$ cat config.mk
export PLATFORM = sky130hd
export DESIGN_NAME = iar_core
export DESIGN_NICKNAME = d
export VERILOG_FILES = /design/src/design/iar_pkg.sv /design/src/design/iar_sync.sv /design/src/design/iar_core.sv
export SDC_FILE = /design/constraint.sdc
export NUM_CORES = 1
export LEC_CHECK = 0
export BUFFER_PORTS_ARGS = -buffer_cell sky130_fd_sc_hd__buf_2
export CAP_MARGIN = 40
export CORE_AREA = 3 3 125 127
export CTS_CLUSTER_SIZE = 8
export DETAILED_ROUTE_END_ITERATION = 10
export DIE_AREA = 0 0 128 130
export PLACE_DENSITY = 0.7
export SLEW_MARGIN = 20
export SYNTH_ARGS = -nofsm -noshare
export SYNTH_HDL_FRONTEND = slang
export SYNTH_SLANG_ARGS = --single-unit
$ cat constraint.sdc
create_clock -name i_clock -period 6.3 [get_ports i_clock]
set_clock_uncertainty 0.05 [all_clocks]
set_input_delay 0.945 -clock i_clock [delete_from_list [all_inputs] [get_ports i_clock]]
set_output_delay 0.945 -clock i_clock [all_outputs]
set_load 0.005 [all_outputs]
$ cat src/design/iar_pkg.sv
// constants shared by the insulation alarm relay control block
package iar_pkg;
   // ==================================================
   // register map (byte addresses)
   localparam logic [7:0] ADDR_CONFIG = 8'h00;
   localparam logic [7:0] ADDR_THRESH = 8'h04;
   localparam logic [7:0] ADDR_STATUS = 8'h08;
   // ==================================================
   // config fields
   localparam int CFG_EXTENDED = 0;
   localparam int CFG_CLOSED = 1;
   localparam int CFG_RETAIN = 2;
   localparam int CFG_OC_DETECT = 3;
   localparam int CFG_INDEP = 4;
   localparam int CFG_W = 5;
   localparam logic [4:0] CONFIG_RESET = 5'h00;
   // ==================================================
   // threshold fields: digits and hysteresis
   localparam int THR_SD_TENS = 0;
   localparam int THR_SD_UNITS = 4;
   localparam int THR_WN_TENS = 8;
   localparam int THR_WN_UNITS = 12;
   localparam int THR_HYST = 16;
   localparam int THR_W = 24;
   localparam logic [23:0] THRESH_RESET = 24'h02_0000;
   localparam logic [3:0] DIGIT_MAX = 4'h9;
   localparam logic [3:0] TENS_STEP_KOHM = 4'hA;
   // ==================================================
   // status fields
   localparam int ST_STATE = 0;
   localparam int ST_SD_LAT = 2;
   localparam int ST_WN_LAT = 3;
   localparam int ST_PARAM = 4;
   localparam int ST_DEV = 5;
   localparam int ST_MODE = 6;
   // ==================================================
   // reset wiring codes of the control terminals
   localparam logic [1:0] WIRE_AUTO = 2'h0;
   localparam logic [1:0] WIRE_REMOTE = 2'h1;
   localparam logic [1:0] WIRE_FRONT = 2'h2;
   // ==================================================
   // timing
   localparam int CLK_HZ = 40_000_000;
   localparam int MS_PER_S = 1000;
   localparam int MS_CYCLES = CLK_HZ / MS_PER_S;
   localparam int TEST_AC_S = 10;
   localparam int TEST_DC_S = 15;
   localparam int TEST_AC_MS = TEST_AC_S * MS_PER_S;
   localparam int TEST_DC_MS = TEST_DC_S * MS_PER_S;
   // ==================================================
   // operating states, gray along test -> run -> fail
   typedef enum logic [1:0] {
      IAR_TEST = 2'b00,
      IAR_RUN = 2'b01,
      IAR_FAIL = 2'b11
   } iar_state_e;
endpackage

$ cat src/design/iar_sync.sv
// three-stage pin synchroniser with agreement filter
`timescale 1ns/1ps
`default_nettype none
module iar_sync #(
   parameter int W = 1
) (
   input wire logic i_clock,
   input wire logic i_arst_n,
   input wire logic [W-1:0] i_pin,
   output logic [W-1:0] o_level
);
   // ==================================================
   // per bit: the first stage is read only by the second
   for (genvar b = 0; b < W; b++) begin : g_bit
      logic s1;
      logic s2;
      logic s3;
      always_ff @(posedge i_clock or negedge i_arst_n) begin
         if (!i_arst_n) begin
            s1 <= 1'b0;
            s2 <= 1'b0;
            s3 <= 1'b0;
            o_level[b] <= 1'b0;
         end else begin
            s1 <= i_pin[b];
            s2 <= s1;
            s3 <= s2;
            if (s2 == s3) begin
               o_level[b] <= s3;
            end
         end
      end
   end
endmodule
`default_nettype wire

$ cat src/design/iar_core.sv
// insulation alarm relay decision and output control
// Behaviour
// - self-test after power-up; closed-circuit relays leave initial state only if fault free
// - self-test ends within 10 s on AC, 15 s with DC components
// - basic variant always uses closed-circuit principle
// - extended variant selects closed or open circuit by switch
// - basic: trips below threshold, recovers above threshold plus hysteresis
// - switch 4 selects combined or independent relay arrangement
// - combined: both relays follow shutdown threshold only
// - independent: each relay follows its own threshold with hysteresis
// - ground open circuit forces shutdown relay, both on extended
// - extended tests measuring inputs for open circuit at start, switch 3
// - test button reruns the measuring-input open-circuit test
// - excessive discharge capacity forces shutdown relay, both on extended
// - on extended, inconsistent settings flag parameter error and force relays to fault
// - autoreset returns relay once fault condition has cleared
// - manual mode holds fault until reset, above threshold plus hysteresis
// - power cycling clears latched fault unless retained
// - terminal wiring selects reset sources; autoreset by default
// - retentive storage restores pre-shutdown fault state after power loss
// - retention without remote-reset link reports parameter error
// - open-circuit principle energises only on fault
// - three lamps show the operating state
// - threshold is tens digit times 10 plus units digit
// - all switches off after reset
`timescale 1ns/1ps
`default_nettype none
module iar_core #(
   parameter int MS_CYCLES = iar_pkg::MS_CYCLES,
   parameter int TEST_AC_MS = iar_pkg::TEST_AC_MS,
   parameter int TEST_DC_MS = iar_pkg::TEST_DC_MS
) (
   input wire logic i_clock,
   input wire logic i_arst_n,
   input wire logic i_psel,
   input wire logic i_penable,
   input wire logic i_pwrite,
   input wire logic [7:0] i_paddr,
   input wire logic [31:0] i_pwdata,
   output logic [31:0] o_prdata,
   output logic o_pready,
   output logic o_pslverr,
   input wire logic [7:0] i_resistance_kohm,
   input wire logic i_selftest_done,
   input wire logic i_selftest_ok,
   input wire logic i_dc_component,
   input wire logic i_ground_open,
   input wire logic i_capacity_high,
   input wire logic i_input_open,
   input wire logic i_test_button,
   input wire logic i_ctrl_link_bc,
   input wire logic [1:0] i_reset_wiring,
   input wire logic i_nv_fault_stored,
   output logic o_shutdown_relay,
   output logic o_warning_relay,
   output logic o_led_run,
   output logic o_led_shutdown,
   output logic o_led_device,
   output logic o_input_test_req,
   output logic o_nv_fault
);
   // ==================================================
   // pin synchronisers
   logic [4:0] pins_s;
   logic btn_s;
   logic link_s;
   logic [1:0] wiring_s;
   logic nv_s;
   iar_sync #(.W(5)) u_sync (
      .i_clock(i_clock),
      .i_arst_n(i_arst_n),
      .i_pin({i_nv_fault_stored, i_reset_wiring, i_ctrl_link_bc,
              i_test_button}),
      .o_level(pins_s)
   );
   assign btn_s = pins_s[0];
   assign link_s = pins_s[1];
   assign wiring_s = pins_s[3:2];
   assign nv_s = pins_s[4];

   logic btn_q;
   logic link_q;
   always_ff @(posedge i_clock or negedge i_arst_n) begin
      if (!i_arst_n) begin
         btn_q <= 1'b0;
         link_q <= 1'b0;
      end else begin
         btn_q <= btn_s;
         link_q <= link_s;
      end
   end

   // ==================================================
   // configuration and thresholds
   logic [iar_pkg::CFG_W-1:0] cfg;
   logic [iar_pkg::THR_W-1:0] thr;
   logic ext;
   logic closed;
   logic retain;
   logic oc_en;
   logic indep;
   assign ext = cfg[iar_pkg::CFG_EXTENDED];
   assign closed = !ext || cfg[iar_pkg::CFG_CLOSED];
   assign retain = ext && cfg[iar_pkg::CFG_RETAIN];
   assign oc_en = ext && cfg[iar_pkg::CFG_OC_DETECT];
   assign indep = ext && cfg[iar_pkg::CFG_INDEP];

   logic [3:0] sd_t;
   logic [3:0] sd_u;
   logic [3:0] wn_t;
   logic [3:0] wn_u;
   logic [7:0] hyst;
   assign sd_t = thr[iar_pkg::THR_SD_TENS +: 4];
   assign sd_u = thr[iar_pkg::THR_SD_UNITS +: 4];
   assign wn_t = thr[iar_pkg::THR_WN_TENS +: 4];
   assign wn_u = thr[iar_pkg::THR_WN_UNITS +: 4];
   assign hyst = thr[iar_pkg::THR_HYST +: 8];

   logic [8:0] thr_sd;
   logic [8:0] thr_wn;
   logic [8:0] thr_k2;
   logic [8:0] res;
   assign thr_sd = 9'(sd_t * iar_pkg::TENS_STEP_KOHM) + 9'(sd_u);
   assign thr_wn = 9'(wn_t * iar_pkg::TENS_STEP_KOHM) + 9'(wn_u);
   assign thr_k2 = indep ? thr_wn : thr_sd;
   assign res = 9'(i_resistance_kohm);

   logic under_sd;
   logic under_wn;
   logic recov_sd;
   logic recov_wn;
   assign under_sd = res < thr_sd;
   assign under_wn = res < thr_k2;
   assign recov_sd = 10'(res) > 10'(thr_sd) + 10'(hyst);
   assign recov_wn = 10'(res) > 10'(thr_k2) + 10'(hyst);

   // ==================================================
   // device faults and parameter checks
   logic digit_bad;
   logic param_err;
   logic dev_fault;
   assign digit_bad = (sd_t > iar_pkg::DIGIT_MAX)
      || (sd_u > iar_pkg::DIGIT_MAX) || (wn_t > iar_pkg::DIGIT_MAX)
      || (wn_u > iar_pkg::DIGIT_MAX);
   assign param_err = ext && (digit_bad || (indep && thr_wn < thr_sd)
      || (retain && !link_s));
   assign dev_fault = i_ground_open || i_capacity_high
      || (oc_en && i_input_open) || param_err;

   // ==================================================
   // reset sources
   logic auto_eff;
   logic btn_rise;
   logic remote_evt;
   logic reset_evt;
   // retention keeps the fault until an operator reset
   assign auto_eff = (wiring_s == iar_pkg::WIRE_AUTO) && !retain;
   assign btn_rise = btn_s && !btn_q;
   // remote button is normally closed: opening the link is the press
   assign remote_evt = link_q && !link_s
      && (wiring_s == iar_pkg::WIRE_REMOTE || retain);
   assign reset_evt = btn_rise || remote_evt;

   // ==================================================
   // millisecond divider and self-test timer
   logic [$clog2(MS_CYCLES)-1:0] div_cnt;
   logic ms_tick;
   always_ff @(posedge i_clock or negedge i_arst_n) begin
      if (!i_arst_n) begin
         div_cnt <= '0;
         ms_tick <= 1'b0;
      end else if (div_cnt == ($clog2(MS_CYCLES))'(MS_CYCLES - 1)) begin
         div_cnt <= '0;
         ms_tick <= 1'b1;
      end else begin
         div_cnt <= div_cnt + 1'b1;
         ms_tick <= 1'b0;
      end
   end

   iar_pkg::iar_state_e state;
   logic [15:0] ms_cnt;
   logic [15:0] test_limit;
   logic timeout;
   assign test_limit = i_dc_component ? 16'(TEST_DC_MS)
      : 16'(TEST_AC_MS);
   assign timeout = ms_cnt >= test_limit;

   always_ff @(posedge i_clock or negedge i_arst_n) begin
      if (!i_arst_n) begin
         ms_cnt <= '0;
      end else if (state != iar_pkg::IAR_TEST) begin
         ms_cnt <= '0;
      end else if (ms_tick && !timeout) begin
         ms_cnt <= ms_cnt + 1'b1;
      end
   end

   // ==================================================
   // operating state
   logic start;
   assign start = state == iar_pkg::IAR_TEST && i_selftest_done
      && i_selftest_ok && !dev_fault && !timeout;
   always_ff @(posedge i_clock or negedge i_arst_n) begin
      if (!i_arst_n) begin
         state <= iar_pkg::IAR_TEST;
      end else begin
         unique case (state)
            iar_pkg::IAR_TEST: begin
               if (start) begin
                  state <= iar_pkg::IAR_RUN;
               end else if (timeout || i_selftest_done) begin
                  state <= iar_pkg::IAR_FAIL;
               end
            end
            iar_pkg::IAR_RUN: begin
               state <= iar_pkg::IAR_RUN;
            end
            iar_pkg::IAR_FAIL: begin
               // the front button retries the self-test
               if (btn_rise) begin
                  state <= iar_pkg::IAR_TEST;
               end
            end
            default: begin
               state <= iar_pkg::IAR_TEST;
            end
         endcase
      end
   end

   // ==================================================
   // fault latches; a new trip wins over a reset
   logic sd_lat;
   logic wn_lat;
   logic run;
   assign run = state == iar_pkg::IAR_RUN;
   always_ff @(posedge i_clock or negedge i_arst_n) begin
      if (!i_arst_n) begin
         sd_lat <= 1'b0;
         wn_lat <= 1'b0;
      end else if (start) begin
         sd_lat <= retain && nv_s;
         wn_lat <= retain && nv_s;
      end else if (run) begin
         if (under_sd || dev_fault) begin
            sd_lat <= 1'b1;
         end else if (recov_sd && (auto_eff || reset_evt)) begin
            sd_lat <= 1'b0;
         end
         if (under_wn || (ext && dev_fault)) begin
            wn_lat <= 1'b1;
         end else if (recov_wn && (auto_eff || reset_evt)) begin
            wn_lat <= 1'b0;
         end
      end
   end

   // ==================================================
   // relay drive, lamps and side requests
   logic f_sd;
   logic f_wn;
   assign f_sd = state == iar_pkg::IAR_FAIL || sd_lat;
   assign f_wn = state == iar_pkg::IAR_FAIL || wn_lat;
   always_ff @(posedge i_clock or negedge i_arst_n) begin
      if (!i_arst_n) begin
         o_shutdown_relay <= 1'b0;
         o_warning_relay <= 1'b0;
      end else if (state == iar_pkg::IAR_TEST) begin
         o_shutdown_relay <= 1'b0;
         o_warning_relay <= 1'b0;
      end else begin
         o_shutdown_relay <= closed ? !f_sd : f_sd;
         o_warning_relay <= ext && (closed ? !f_wn : f_wn);
      end
   end

   always_ff @(posedge i_clock or negedge i_arst_n) begin
      if (!i_arst_n) begin
         o_led_run <= 1'b0;
         o_led_shutdown <= 1'b0;
         o_led_device <= 1'b0;
         o_nv_fault <= 1'b0;
      end else begin
         o_led_run <= run;
         o_led_shutdown <= sd_lat || wn_lat;
         o_led_device <= state == iar_pkg::IAR_FAIL || dev_fault;
         o_nv_fault <= sd_lat || wn_lat;
      end
   end

   always_ff @(posedge i_clock or negedge i_arst_n) begin
      if (!i_arst_n) begin
         o_input_test_req <= 1'b0;
      end else begin
         o_input_test_req <= oc_en && (start || (run && btn_rise));
      end
   end

   // ==================================================
   // apb slave, one wait state per access
   logic hit;
   logic acc;
   assign acc = i_psel && i_penable && !o_pready;
   assign hit = i_paddr == iar_pkg::ADDR_CONFIG
      || i_paddr == iar_pkg::ADDR_THRESH || i_paddr == iar_pkg::ADDR_STATUS;

   always_ff @(posedge i_clock or negedge i_arst_n) begin
      if (!i_arst_n) begin
         cfg <= iar_pkg::CONFIG_RESET;
         thr <= iar_pkg::THRESH_RESET;
      end else if (acc && i_pwrite) begin
         if (i_paddr == iar_pkg::ADDR_CONFIG) begin
            cfg <= i_pwdata[iar_pkg::CFG_W-1:0];
         end
         if (i_paddr == iar_pkg::ADDR_THRESH) begin
            thr <= i_pwdata[iar_pkg::THR_W-1:0];
         end
      end
   end

   logic [31:0] status;
   always_comb begin
      status = '0;
      status[iar_pkg::ST_STATE +: 2] = state;
      status[iar_pkg::ST_SD_LAT] = sd_lat;
      status[iar_pkg::ST_WN_LAT] = wn_lat;
      status[iar_pkg::ST_PARAM] = param_err;
      status[iar_pkg::ST_DEV] = dev_fault;
      status[iar_pkg::ST_MODE +: 2] = wiring_s;
   end

   always_ff @(posedge i_clock or negedge i_arst_n) begin
      if (!i_arst_n) begin
         o_pready <= 1'b0;
         o_pslverr <= 1'b0;
         o_prdata <= '0;
      end else begin
         o_pready <= acc;
         o_pslverr <= acc && !hit;
         if (acc && !i_pwrite) begin
            unique case (i_paddr)
               iar_pkg::ADDR_CONFIG: o_prdata <= 32'(cfg);
               iar_pkg::ADDR_THRESH: o_prdata <= 32'(thr);
               iar_pkg::ADDR_STATUS: o_prdata <= status;
               default: o_prdata <= '0;
            endcase
         end
      end
   end

   // ==================================================
   // checks
   test_hold_a: assert property (
      @(posedge i_clock) disable iff (!i_arst_n)
      state == iar_pkg::IAR_TEST |=> !o_shutdown_relay && !o_warning_relay)
      else $error("relay left initial state during self-test");
   test_time_a: assert property (
      @(posedge i_clock) disable iff (!i_arst_n)
      state == iar_pkg::IAR_TEST && timeout && !start
      |=> state == iar_pkg::IAR_FAIL)
      else $error("self-test overran its time");
   basic_closed_a: assert property (
      @(posedge i_clock) disable iff (!i_arst_n)
      run && !ext && !sd_lat |=> o_shutdown_relay)
      else $error("basic variant not energised when healthy");
   open_circuit_a: assert property (
      @(posedge i_clock) disable iff (!i_arst_n)
      run && ext && !cfg[iar_pkg::CFG_CLOSED] && !sd_lat
      |=> !o_shutdown_relay)
      else $error("open-circuit relay energised without fault");
   under_trip_a: assert property (
      @(posedge i_clock) disable iff (!i_arst_n)
      run && under_sd |=> sd_lat ##1 o_shutdown_relay != closed)
      else $error("undershoot did not trip shutdown relay");
   combined_k2_a: assert property (
      @(posedge i_clock) disable iff (!i_arst_n)
      run && ext && !indep && under_sd |=> wn_lat)
      else $error("combined warning relay ignored shutdown threshold");
   ground_trip_a: assert property (
      @(posedge i_clock) disable iff (!i_arst_n)
      run && ext && i_ground_open |=> sd_lat && wn_lat)
      else $error("ground open did not force both relays");
   param_trip_a: assert property (
      @(posedge i_clock) disable iff (!i_arst_n)
      run && ext && indep && thr_wn < thr_sd |=> sd_lat)
      else $error("parameter error did not force fault");
   auto_clear_a: assert property (
      @(posedge i_clock) disable iff (!i_arst_n)
      run && auto_eff && recov_sd && !dev_fault |=> !sd_lat)
      else $error("autoreset did not release shutdown relay");
   manual_hold_a: assert property (
      @(posedge i_clock) disable iff (!i_arst_n)
      run && sd_lat && !auto_eff && !reset_evt |=> sd_lat)
      else $error("manual mode released without reset");
   retest_a: assert property (
      @(posedge i_clock) disable iff (!i_arst_n)
      run && oc_en && btn_rise |=> o_input_test_req)
      else $error("test button did not rerun input test");
endmodule
`default_nettype wire

* Word-level counts from Yosys, hierarchy flattened
Index checks and enable logic that the tools add are counted.
** Cells by class
- Add/subtract/negate cells :: 6
- $mul :: 2
- Divide/modulo/power cells :: 0
- $lt $le $gt $ge :: 10
- Equal/unequal tests :: 13
- Shift operators :: 0
- Multiplexer cells :: 23
- Bitwise logic cells :: 0
- Reduce and logical (&&, ||, !) cells :: 74
** Operators by type and width (count)
- one-hot mux 24 bit (3 select lines) :: 1
- 2-to-1 mux 16 bit :: 3
- adder 16 x 1 -> 16 bit (second input constant) :: 2
- logical AND 1 bit :: 28
- logical OR 1 bit :: 22
- adder 9 x 8 -> 10 bit :: 2
- > comparator 8 x 10 -> 1 bit :: 2
- adder 8 x 4 -> 9 bit :: 2
- < comparator 8 x 9 -> 1 bit :: 2
- == test 16 bit (second input constant) :: 1
- greater-or-equal comparator 16 x 14 -> 1 bit :: 1
- > comparator 4 bit (second input constant) :: 4
- multiplier 4 x 3 -> 7 bit (second input constant) :: 2
- 2-to-1 mux 1 bit :: 13
- 2-to-1 mux 13 bit :: 1
- zero test 1 bit :: 11
- AND reduction 2 bit :: 5
- < comparator 9 bit :: 1
- 2-to-1 mux 9 bit :: 1
- == test 8 x 3 -> 1 bit (second input constant) :: 1
- == test 8 x 4 -> 1 bit (second input constant) :: 1
- zero test 8 bit :: 1
- 2-to-1 mux 2 bit :: 3
- one-hot mux 2 bit (3 select lines) :: 1
- 8 further kinds :: 17
** Word-level totals
- Flip-flop bits (word level) :: 128
- Latch bits :: 0
- RAM bits :: 0
- ROM bits :: 0
- Input bits :: 64
- Output and inout port bits :: 41
- Word-level logic and storage cells :: 167
- Memories :: 0

* Depth between registers and ports, before layout
- Depth in word-level cells :: 13
- Gate-level depth with buffers :: 21
- Gate-level depth less buffers :: 21

* Hierarchy
A second synthesis with hierarchy kept.
** Unflattened totals
- Cells, all modules :: 708
- Area, all modules :: 7329.5 um2
** By module, submodules not included
- iar_core :: times used 1, cells each 683, area an instance 6772.7 um2, seq. area each 2503.7 um2
- iar_sync :: times used 1, cells each 25, area an instance 556.8 um2, seq. area each 500.5 um2

* Least setup slack after synthesis
No wires, ideal clock.
- Kind :: register to register
- Start :: register thr[11] (netlist name)
- End :: register wn_lat
- Setup time :: 0.142 ns
- Arrival :: 3.834 ns
- Required time :: 6.108 ns
- Path slack :: 2.274 ns
- Stages on the path, launching flop included :: 16
- Buffers on the path :: 0
- Period minus slack after synthesis :: 4.026 ns
- Cell sequence :: dfrtp_1 > ha_1 > ha_1 > fa_1 > o211ai_1 > mux2_2 > or2_2 > o21a_1 > ha_1 > xor2_1 > ha_1 > o21ai_0 > a2111oi_0 > a31oi_1 > a21oi_1 > a22oi_1
** Between the ends
- Word-level cells in the longest chain between the ends :: 13
- Elaborated cells on any way between the ends :: 27
- Those cells by class :: add/sub (2); mul (1); order compare (4); mux (4); reduce/logical (16)
** Ends and longest elaborated chain
- start: declaration :: line iar_core.sv:96 : logic [iar_pkg::THR_W-1:0] thr;
- start signal: assignment :: line iar_core.sv:311 : thr <= iar_pkg::THRESH_RESET;
- start signal: assignment :: line iar_core.sv:317 : thr <= i_pwdata[iar_pkg::THR_W-1:0];
- parallel branches: the longest is 13 deep, another holds adder 9 x 8 -> 10 bit
- end signal: assignment :: line iar_core.sv:244 : wn_lat <= retain && nv_s;
- end: declaration :: line iar_core.sv:235 : logic wn_lat;
Parallel ways; which one is timed is not known. The select of a mux whose other input is x is not followed.
A chain may end at the register's enable or synchronous reset.

* Worst setup path in the final report
- Start :: register thr[1] (netlist name)
- End :: register wn_lat
** Between the ends
- Word-level cells in the longest chain between the ends :: 13
- Elaborated cells on any way between the ends :: 28
- Those cells by class :: add/sub (2); mul (1); order compare (4); mux (4); reduce/logical (17)
** Ends and longest elaborated chain
- parallel branches: the longest is 13 deep, another holds adder 9 x 8 -> 10 bit
Parallel ways; which one is timed is not known. The select of a mux whose other input is x is not followed.

==> impl_summary.md <==
Run status
The run finished with clean final reports.

CTS
The clock reaches the later pin of the worst-skew pair after 410 ps. The number of H-tree levels is 4. The count of clock tree sinks is 120.

The largest buffer count on any clock path is 2. The number of hold buffers added after CTS was 0. The number of resized instances in the post-cts repair step is 0. The CTS tree is built. Once the clock tree was built, the setup fixing pass inserted 0 buffers.

Clock-pin slew was measured on the worst setup and hold paths at 50 ps. The cell chosen for the clock root is sky130_fd_sc_hd__clkbuf_16. The number of clock buffers inserted by TritonCTS is 17.

Die
The die covers 16600 um2. The number of placed I/O pins is approximately 110. The core area is between 10000 and 15000 um2.

The die is around 130 um wide. The die is roughly 130 um tall. The number of placement rows is 44. The initial cell density of the core is 0.500.

Setup path
The capture point of the critical path is wn_lat. Of all nets on the critical path, the largest fanout is 6. The critical path goes through ha_1 -> ha_1 -> fa_1 -> o211ai_1 -> nor2_1 -> xnor2_1 -> o21ai_0 -> ha_1 -> o21a_1 -> a21oi_1 -> xor2_1 -> ha_1 -> nor3_1 -> o21ai_0 -> a21oi_1 -> a2111oi_0 -> a31oi_1 -> a21oi_1 -> a22oi_1.

The cell count along the critical path is 19. The endpoint identified for the worst register-to-register timing path is wn_lat. The worst setup path startpoint is thr[1].

The worst setup path is captured at a flop. The slack of the worst reg-to-reg path is around 1400 ps. The most used cell along the critical path is sky130_fd_sc_hd__ha_1. The setup path with the least slack is of type reg -> reg. In this design, the largest share of critical-path delay is due to compound AO/OA/AOI/OAI gates.

The required time of the critical path is between 6000 and 7000 ps. The arrival time of the worst setup path is 5090 ps. The depth of the worst register-to-register path is 19. The type of element launching the critical path is a flop. The critical path buffer and inverter count is 0. In this run the critical register-to-register path is launched from thr[1].

Among all stages on the critical path, the largest delay is contributed by sky130_fd_sc_hd__a2111oi_0. For this run, the slowest stage of the critical path takes approximately 670 ps.

Placement
The last weighted congestion value of the routability-driven placer is 0.893. The area after detailed placement is 7860 um2. The setup slack at placement is ~1600 ps. Port buffering added 88 buffers. The sum of net half-perimeters after detailed placement is between 10 and 15 mm.

Synth
By area, the combinational part of the netlist is dominated by adder cells. Counting every instance in the synthesized netlist gives 717. The portion of synthesized area spent on multiplexers is 0.0563.

Of the total synthesized cell area, the portion taken by full adders, half adders and majority gates is 0.157. The synthesized design contains 120 register bits. After synthesis, the mean cell area works out to 10.1 um2.

Of the total synthesized cell area, the portion taken by XOR and XNOR cells is 0.0470. Among all flip-flop cells after synthesis, the most frequent one is sky130_fd_sc_hd__dfrtp_1. Of the total synthesized cell area, the portion taken by AND, OR, NAND and NOR gates is 0.132. The mapped netlist covers 7260 um2. Counting distinct cell types in the post-synthesis netlist gives 66.

The number of synthesized flops with an enable pin is 0. For this run, the register share of the synthesized area comes to 0.414. The share of the synthesized area in compound gates (AO/OA/AOI/OAI) is 0.148.

In the synthesized netlist the async set-or-reset flop fraction comes to 1.00. For this run, the number of Yosys warnings is 0.

Power and ir drop
The overall power after layout is 0.00178 W. The combinational share of power is 0.076. Internal power comes to 0.00136 W. Of the total power, the clock network draws 0.473. Of the total power, registers draw 0.451. The power per cell area is 213 nW/um2. The reported leakage power is roughly 4.1 nW. Of the total power, the share spent switching nets is 0.237.

The peak supply drop is 0.000166 V. The switching power is 0.000423 W.

Final layout
The share of post-route cells with drive strength above 1 is 0.201. The final net count is 952. The area growth from synthesis to layout is 15.4%.

The finished cells cover approximately 8400 um2.

Routing
The detail-routed via count per cell is approximately 5.6. Before antenna repair, the detailed router went through 4 iterations. The via count is 5599.

The count of nets left with antenna violations once routing finished came out at 0. After detailed routing, the average wire length per cell comes to approximately 17 um. The aggregate routed wire length is between 15 and 20 mm.

The total DRC errors in the routed layout is 0. The detailed router finished its first iteration with 316 violations.

STA
Timing would allow up to 206 MHz. At the pin with the least slew margin, the transition time is 733 ps. The remaining max-slew budget at the tightest pin is 0.499.

The number of slew-limit violations in the final report is 0. Setup repair after global routing left no endpoint under its margin. The clock period minus final worst setup slack is 4860 ps. The hold violation count in the final report is 0. In the final timing run, aggregate negative setup slack is 0 ps. Setup violations remaining at the end of the flow were counted as 0. The worst path setup slack after routing is 1440 ps. Of the available clock period, the critical path in the final layout requires 0.772.

GRT
The largest net degree at the start of global routing is 47. The number of antenna violations at the first check in global routing is 2. The leftover overflow at the end of global routing is 0. The number of global-route vias before repair is about 5.9k. Across every metal layer, demand over resource in global routing totals 0.209. The first global-routing pass estimated 27.7 mm of wire.

Run
The number of maximum-capacitance violations is 0.

Hold path
The tightest min-delay check is of the reg -> reg type.
==> synth_stat cells (3+ instances only) <==
| cell type | n | share of area |
|---|---|---|
| sky130_fd_sc_hd__a2111oi_0 | 3 | 0.0036 |
| sky130_fd_sc_hd__a211oi_1 | 4 | 0.0041 |
| sky130_fd_sc_hd__a21boi_0 | 6 | 0.0062 |
| sky130_fd_sc_hd__a21o_1 | 10 | 0.010 |
| sky130_fd_sc_hd__a21oi_1 | 34 | 0.023 |
| sky130_fd_sc_hd__a22o_1 | 18 | 0.022 |
| sky130_fd_sc_hd__a22oi_1 | 4 | 0.0041 |
| sky130_fd_sc_hd__a31oi_1 | 4 | 0.0034 |
| sky130_fd_sc_hd__and2_1 | 4 | 0.0034 |
| sky130_fd_sc_hd__and3_1 | 3 | 0.0026 |
| sky130_fd_sc_hd__and3_2 | 3 | 0.0031 |
| sky130_fd_sc_hd__buf_1 | 3 | 0.0016 |
| sky130_fd_sc_hd__buf_4 | 9 | 0.0093 |
| sky130_fd_sc_hd__clkbuf_1 | 16 | 0.0083 |
| sky130_fd_sc_hd__dfrtp_1 | 119 | 0.41 |
| sky130_fd_sc_hd__fa_1 | 6 | 0.017 |
| sky130_fd_sc_hd__ha_1 | 77 | 0.13 |
| sky130_fd_sc_hd__inv_1 | 46 | 0.024 |
| sky130_fd_sc_hd__maj3_1 | 6 | 0.0083 |
| sky130_fd_sc_hd__mux2_2 | 31 | 0.048 |
| sky130_fd_sc_hd__mux2i_1 | 6 | 0.0083 |
| sky130_fd_sc_hd__nand2_1 | 62 | 0.032 |
| sky130_fd_sc_hd__nand2b_1 | 5 | 0.0043 |
| sky130_fd_sc_hd__nand3_1 | 10 | 0.0069 |
| sky130_fd_sc_hd__nand4_1 | 13 | 0.011 |
| sky130_fd_sc_hd__nor2_1 | 45 | 0.023 |
| sky130_fd_sc_hd__nor2b_1 | 11 | 0.0095 |
| sky130_fd_sc_hd__nor3_1 | 6 | 0.0041 |
| sky130_fd_sc_hd__nor4_1 | 4 | 0.0034 |
| sky130_fd_sc_hd__o2111ai_1 | 3 | 0.0036 |
| sky130_fd_sc_hd__o211ai_1 | 5 | 0.0052 |
| sky130_fd_sc_hd__o21a_1 | 9 | 0.0093 |
| sky130_fd_sc_hd__o21ai_0 | 41 | 0.028 |
| sky130_fd_sc_hd__o21bai_1 | 4 | 0.0041 |
| sky130_fd_sc_hd__o22ai_1 | 3 | 0.0026 |
| sky130_fd_sc_hd__or2_2 | 3 | 0.0026 |
| sky130_fd_sc_hd__or3_1 | 10 | 0.0086 |
| sky130_fd_sc_hd__xnor2_1 | 19 | 0.023 |
| sky130_fd_sc_hd__xor2_1 | 20 | 0.024 |
==> cells in the final DEF (no fill, tap or decap), types with 4 or more instances in the layout <==
| cell type | instances |
|---|---|
| sky130_fd_sc_hd__a21oi_1 | 34 |
| sky130_fd_sc_hd__nor4_1 | 4 |
| sky130_fd_sc_hd__xnor2_1 | 19 |
| sky130_fd_sc_hd__a211oi_1 | 4 |
| sky130_fd_sc_hd__clkbuf_16 | 17 |
| sky130_fd_sc_hd__o211ai_1 | 5 |
| sky130_fd_sc_hd__nor2b_1 | 11 |
| sky130_fd_sc_hd__a31oi_1 | 4 |
| sky130_fd_sc_hd__a21boi_0 | 6 |
| sky130_fd_sc_hd__buf_2 | 87 |
| sky130_fd_sc_hd__and2_1 | 4 |
| sky130_fd_sc_hd__o21ai_0 | 41 |
| sky130_fd_sc_hd__nand2b_1 | 5 |
| sky130_fd_sc_hd__or3_1 | 10 |
| sky130_fd_sc_hd__maj3_1 | 6 |
| sky130_fd_sc_hd__nand3_1 | 10 |
| sky130_fd_sc_hd__nand2_1 | 62 |
| sky130_fd_sc_hd__clkinv_2 | 4 |
| sky130_fd_sc_hd__a22oi_1 | 4 |
| sky130_fd_sc_hd__o21bai_1 | 4 |
| sky130_fd_sc_hd__conb_1 | 8 |
| sky130_fd_sc_hd__a21o_1 | 10 |
| sky130_fd_sc_hd__mux2_2 | 31 |
| sky130_fd_sc_hd__xor2_1 | 20 |
| sky130_fd_sc_hd__a22o_1 | 18 |
| sky130_fd_sc_hd__fa_1 | 6 |
| sky130_fd_sc_hd__o21a_1 | 9 |
| sky130_fd_sc_hd__ha_1 | 77 |
| sky130_fd_sc_hd__mux2i_1 | 6 |
| sky130_fd_sc_hd__nor3_1 | 6 |
| sky130_fd_sc_hd__dfrtp_1 | 119 |
| sky130_fd_sc_hd__inv_1 | 46 |
| sky130_fd_sc_hd__nor2_1 | 45 |
| sky130_fd_sc_hd__nand4_1 | 13 |
==> flip-flops by register name (all words and copies together) (netlist names), 5 cells and up <==
signal,count
cfg,5
div_cnt,16
ms_cnt,16
o_prdata,24
thr,24
u_sync.g_bit.s1,5
u_sync.g_bit.s2,5
u_sync.g_bit.s3,5
u_sync.o_level,5
==> how the worst min path moves through the flow <==
stage	start	endpoint	slack, ps	depth (start not counted)
floorplan	u_sync.g_bit[0].s1	u_sync.g_bit[0].s2	280	0
global placement	u_sync.g_bit[2].s1	u_sync.g_bit[2].s2	280	0
detailed placement	u_sync.g_bit[0].s1	u_sync.g_bit[0].s2	280	0
CTS	u_sync.g_bit[1].s1	u_sync.g_bit[1].s2	300	0
global route	u_sync.g_bit[2].s1	u_sync.g_bit[2].s2	300	0
finish	u_sync.g_bit[1].s1	u_sync.g_bit[1].s2	290	0
==> routing by layer <==
layer  track usage  vias up  wire length, um
met1         0.277     2710             7580
met4        0.0774        0              365
met5             0        -                0
met2         0.335      143             7650
met3        0.0524       31              935
li1              -     2715                -
==> layout make-up <==
| class | instances | area [um2] |
|---|---|---|
| antenna | 2 | 5.00 |
| clock buffer | 21 | 460 |
| clock inverter | 8 | 52.6 |
| fill | 1281 | 6150 |
| inverter | 46 | 173 |
| multi-input combinational | 528 | 3960 |
| sequential | 120 | 3000 |
| tap | 184 | 230 |
| timing repair buffer | 92 | 500 |
==> through the flow <==
step,cells,hold WS [ps],util
2_1_floorplan,724,281,-
3_3_place_gp,967,282,0.538
3_5_place_dp,970,285,0.541
4_1_cts,999,296,0.576
5_1_grt,1001,300,0.577
6_report,1001,295,0.577
==> power by group through the flow <==
stage | clock [W] | combinational, W | sequential [W]
2_1_floorplan | 0 | 0.0000774 | 0.000811
3_3_place_gp | 0 | 0.000127 | 0.000816
3_5_place_dp | 0 | 0.000136 | 0.000816
4_1_cts | 0.000862 | 0.000137 | 0.000803
5_1_grt | 0.000902 | 0.000156 | 0.000805
6_report | 0.000843 | 0.000136 | 0.000804
==> cells by family (layout without fill, tap and decap cells) <==
family	Yosys count	after routing
other cells	1	10
flops	120	120
buf+inv	76	167
xor+xnor	39	39
compound gates	162	162
simple gates	193	193
fa+ha+maj	89	89
mux	37	37
Power figures use the tool's default switching activity.
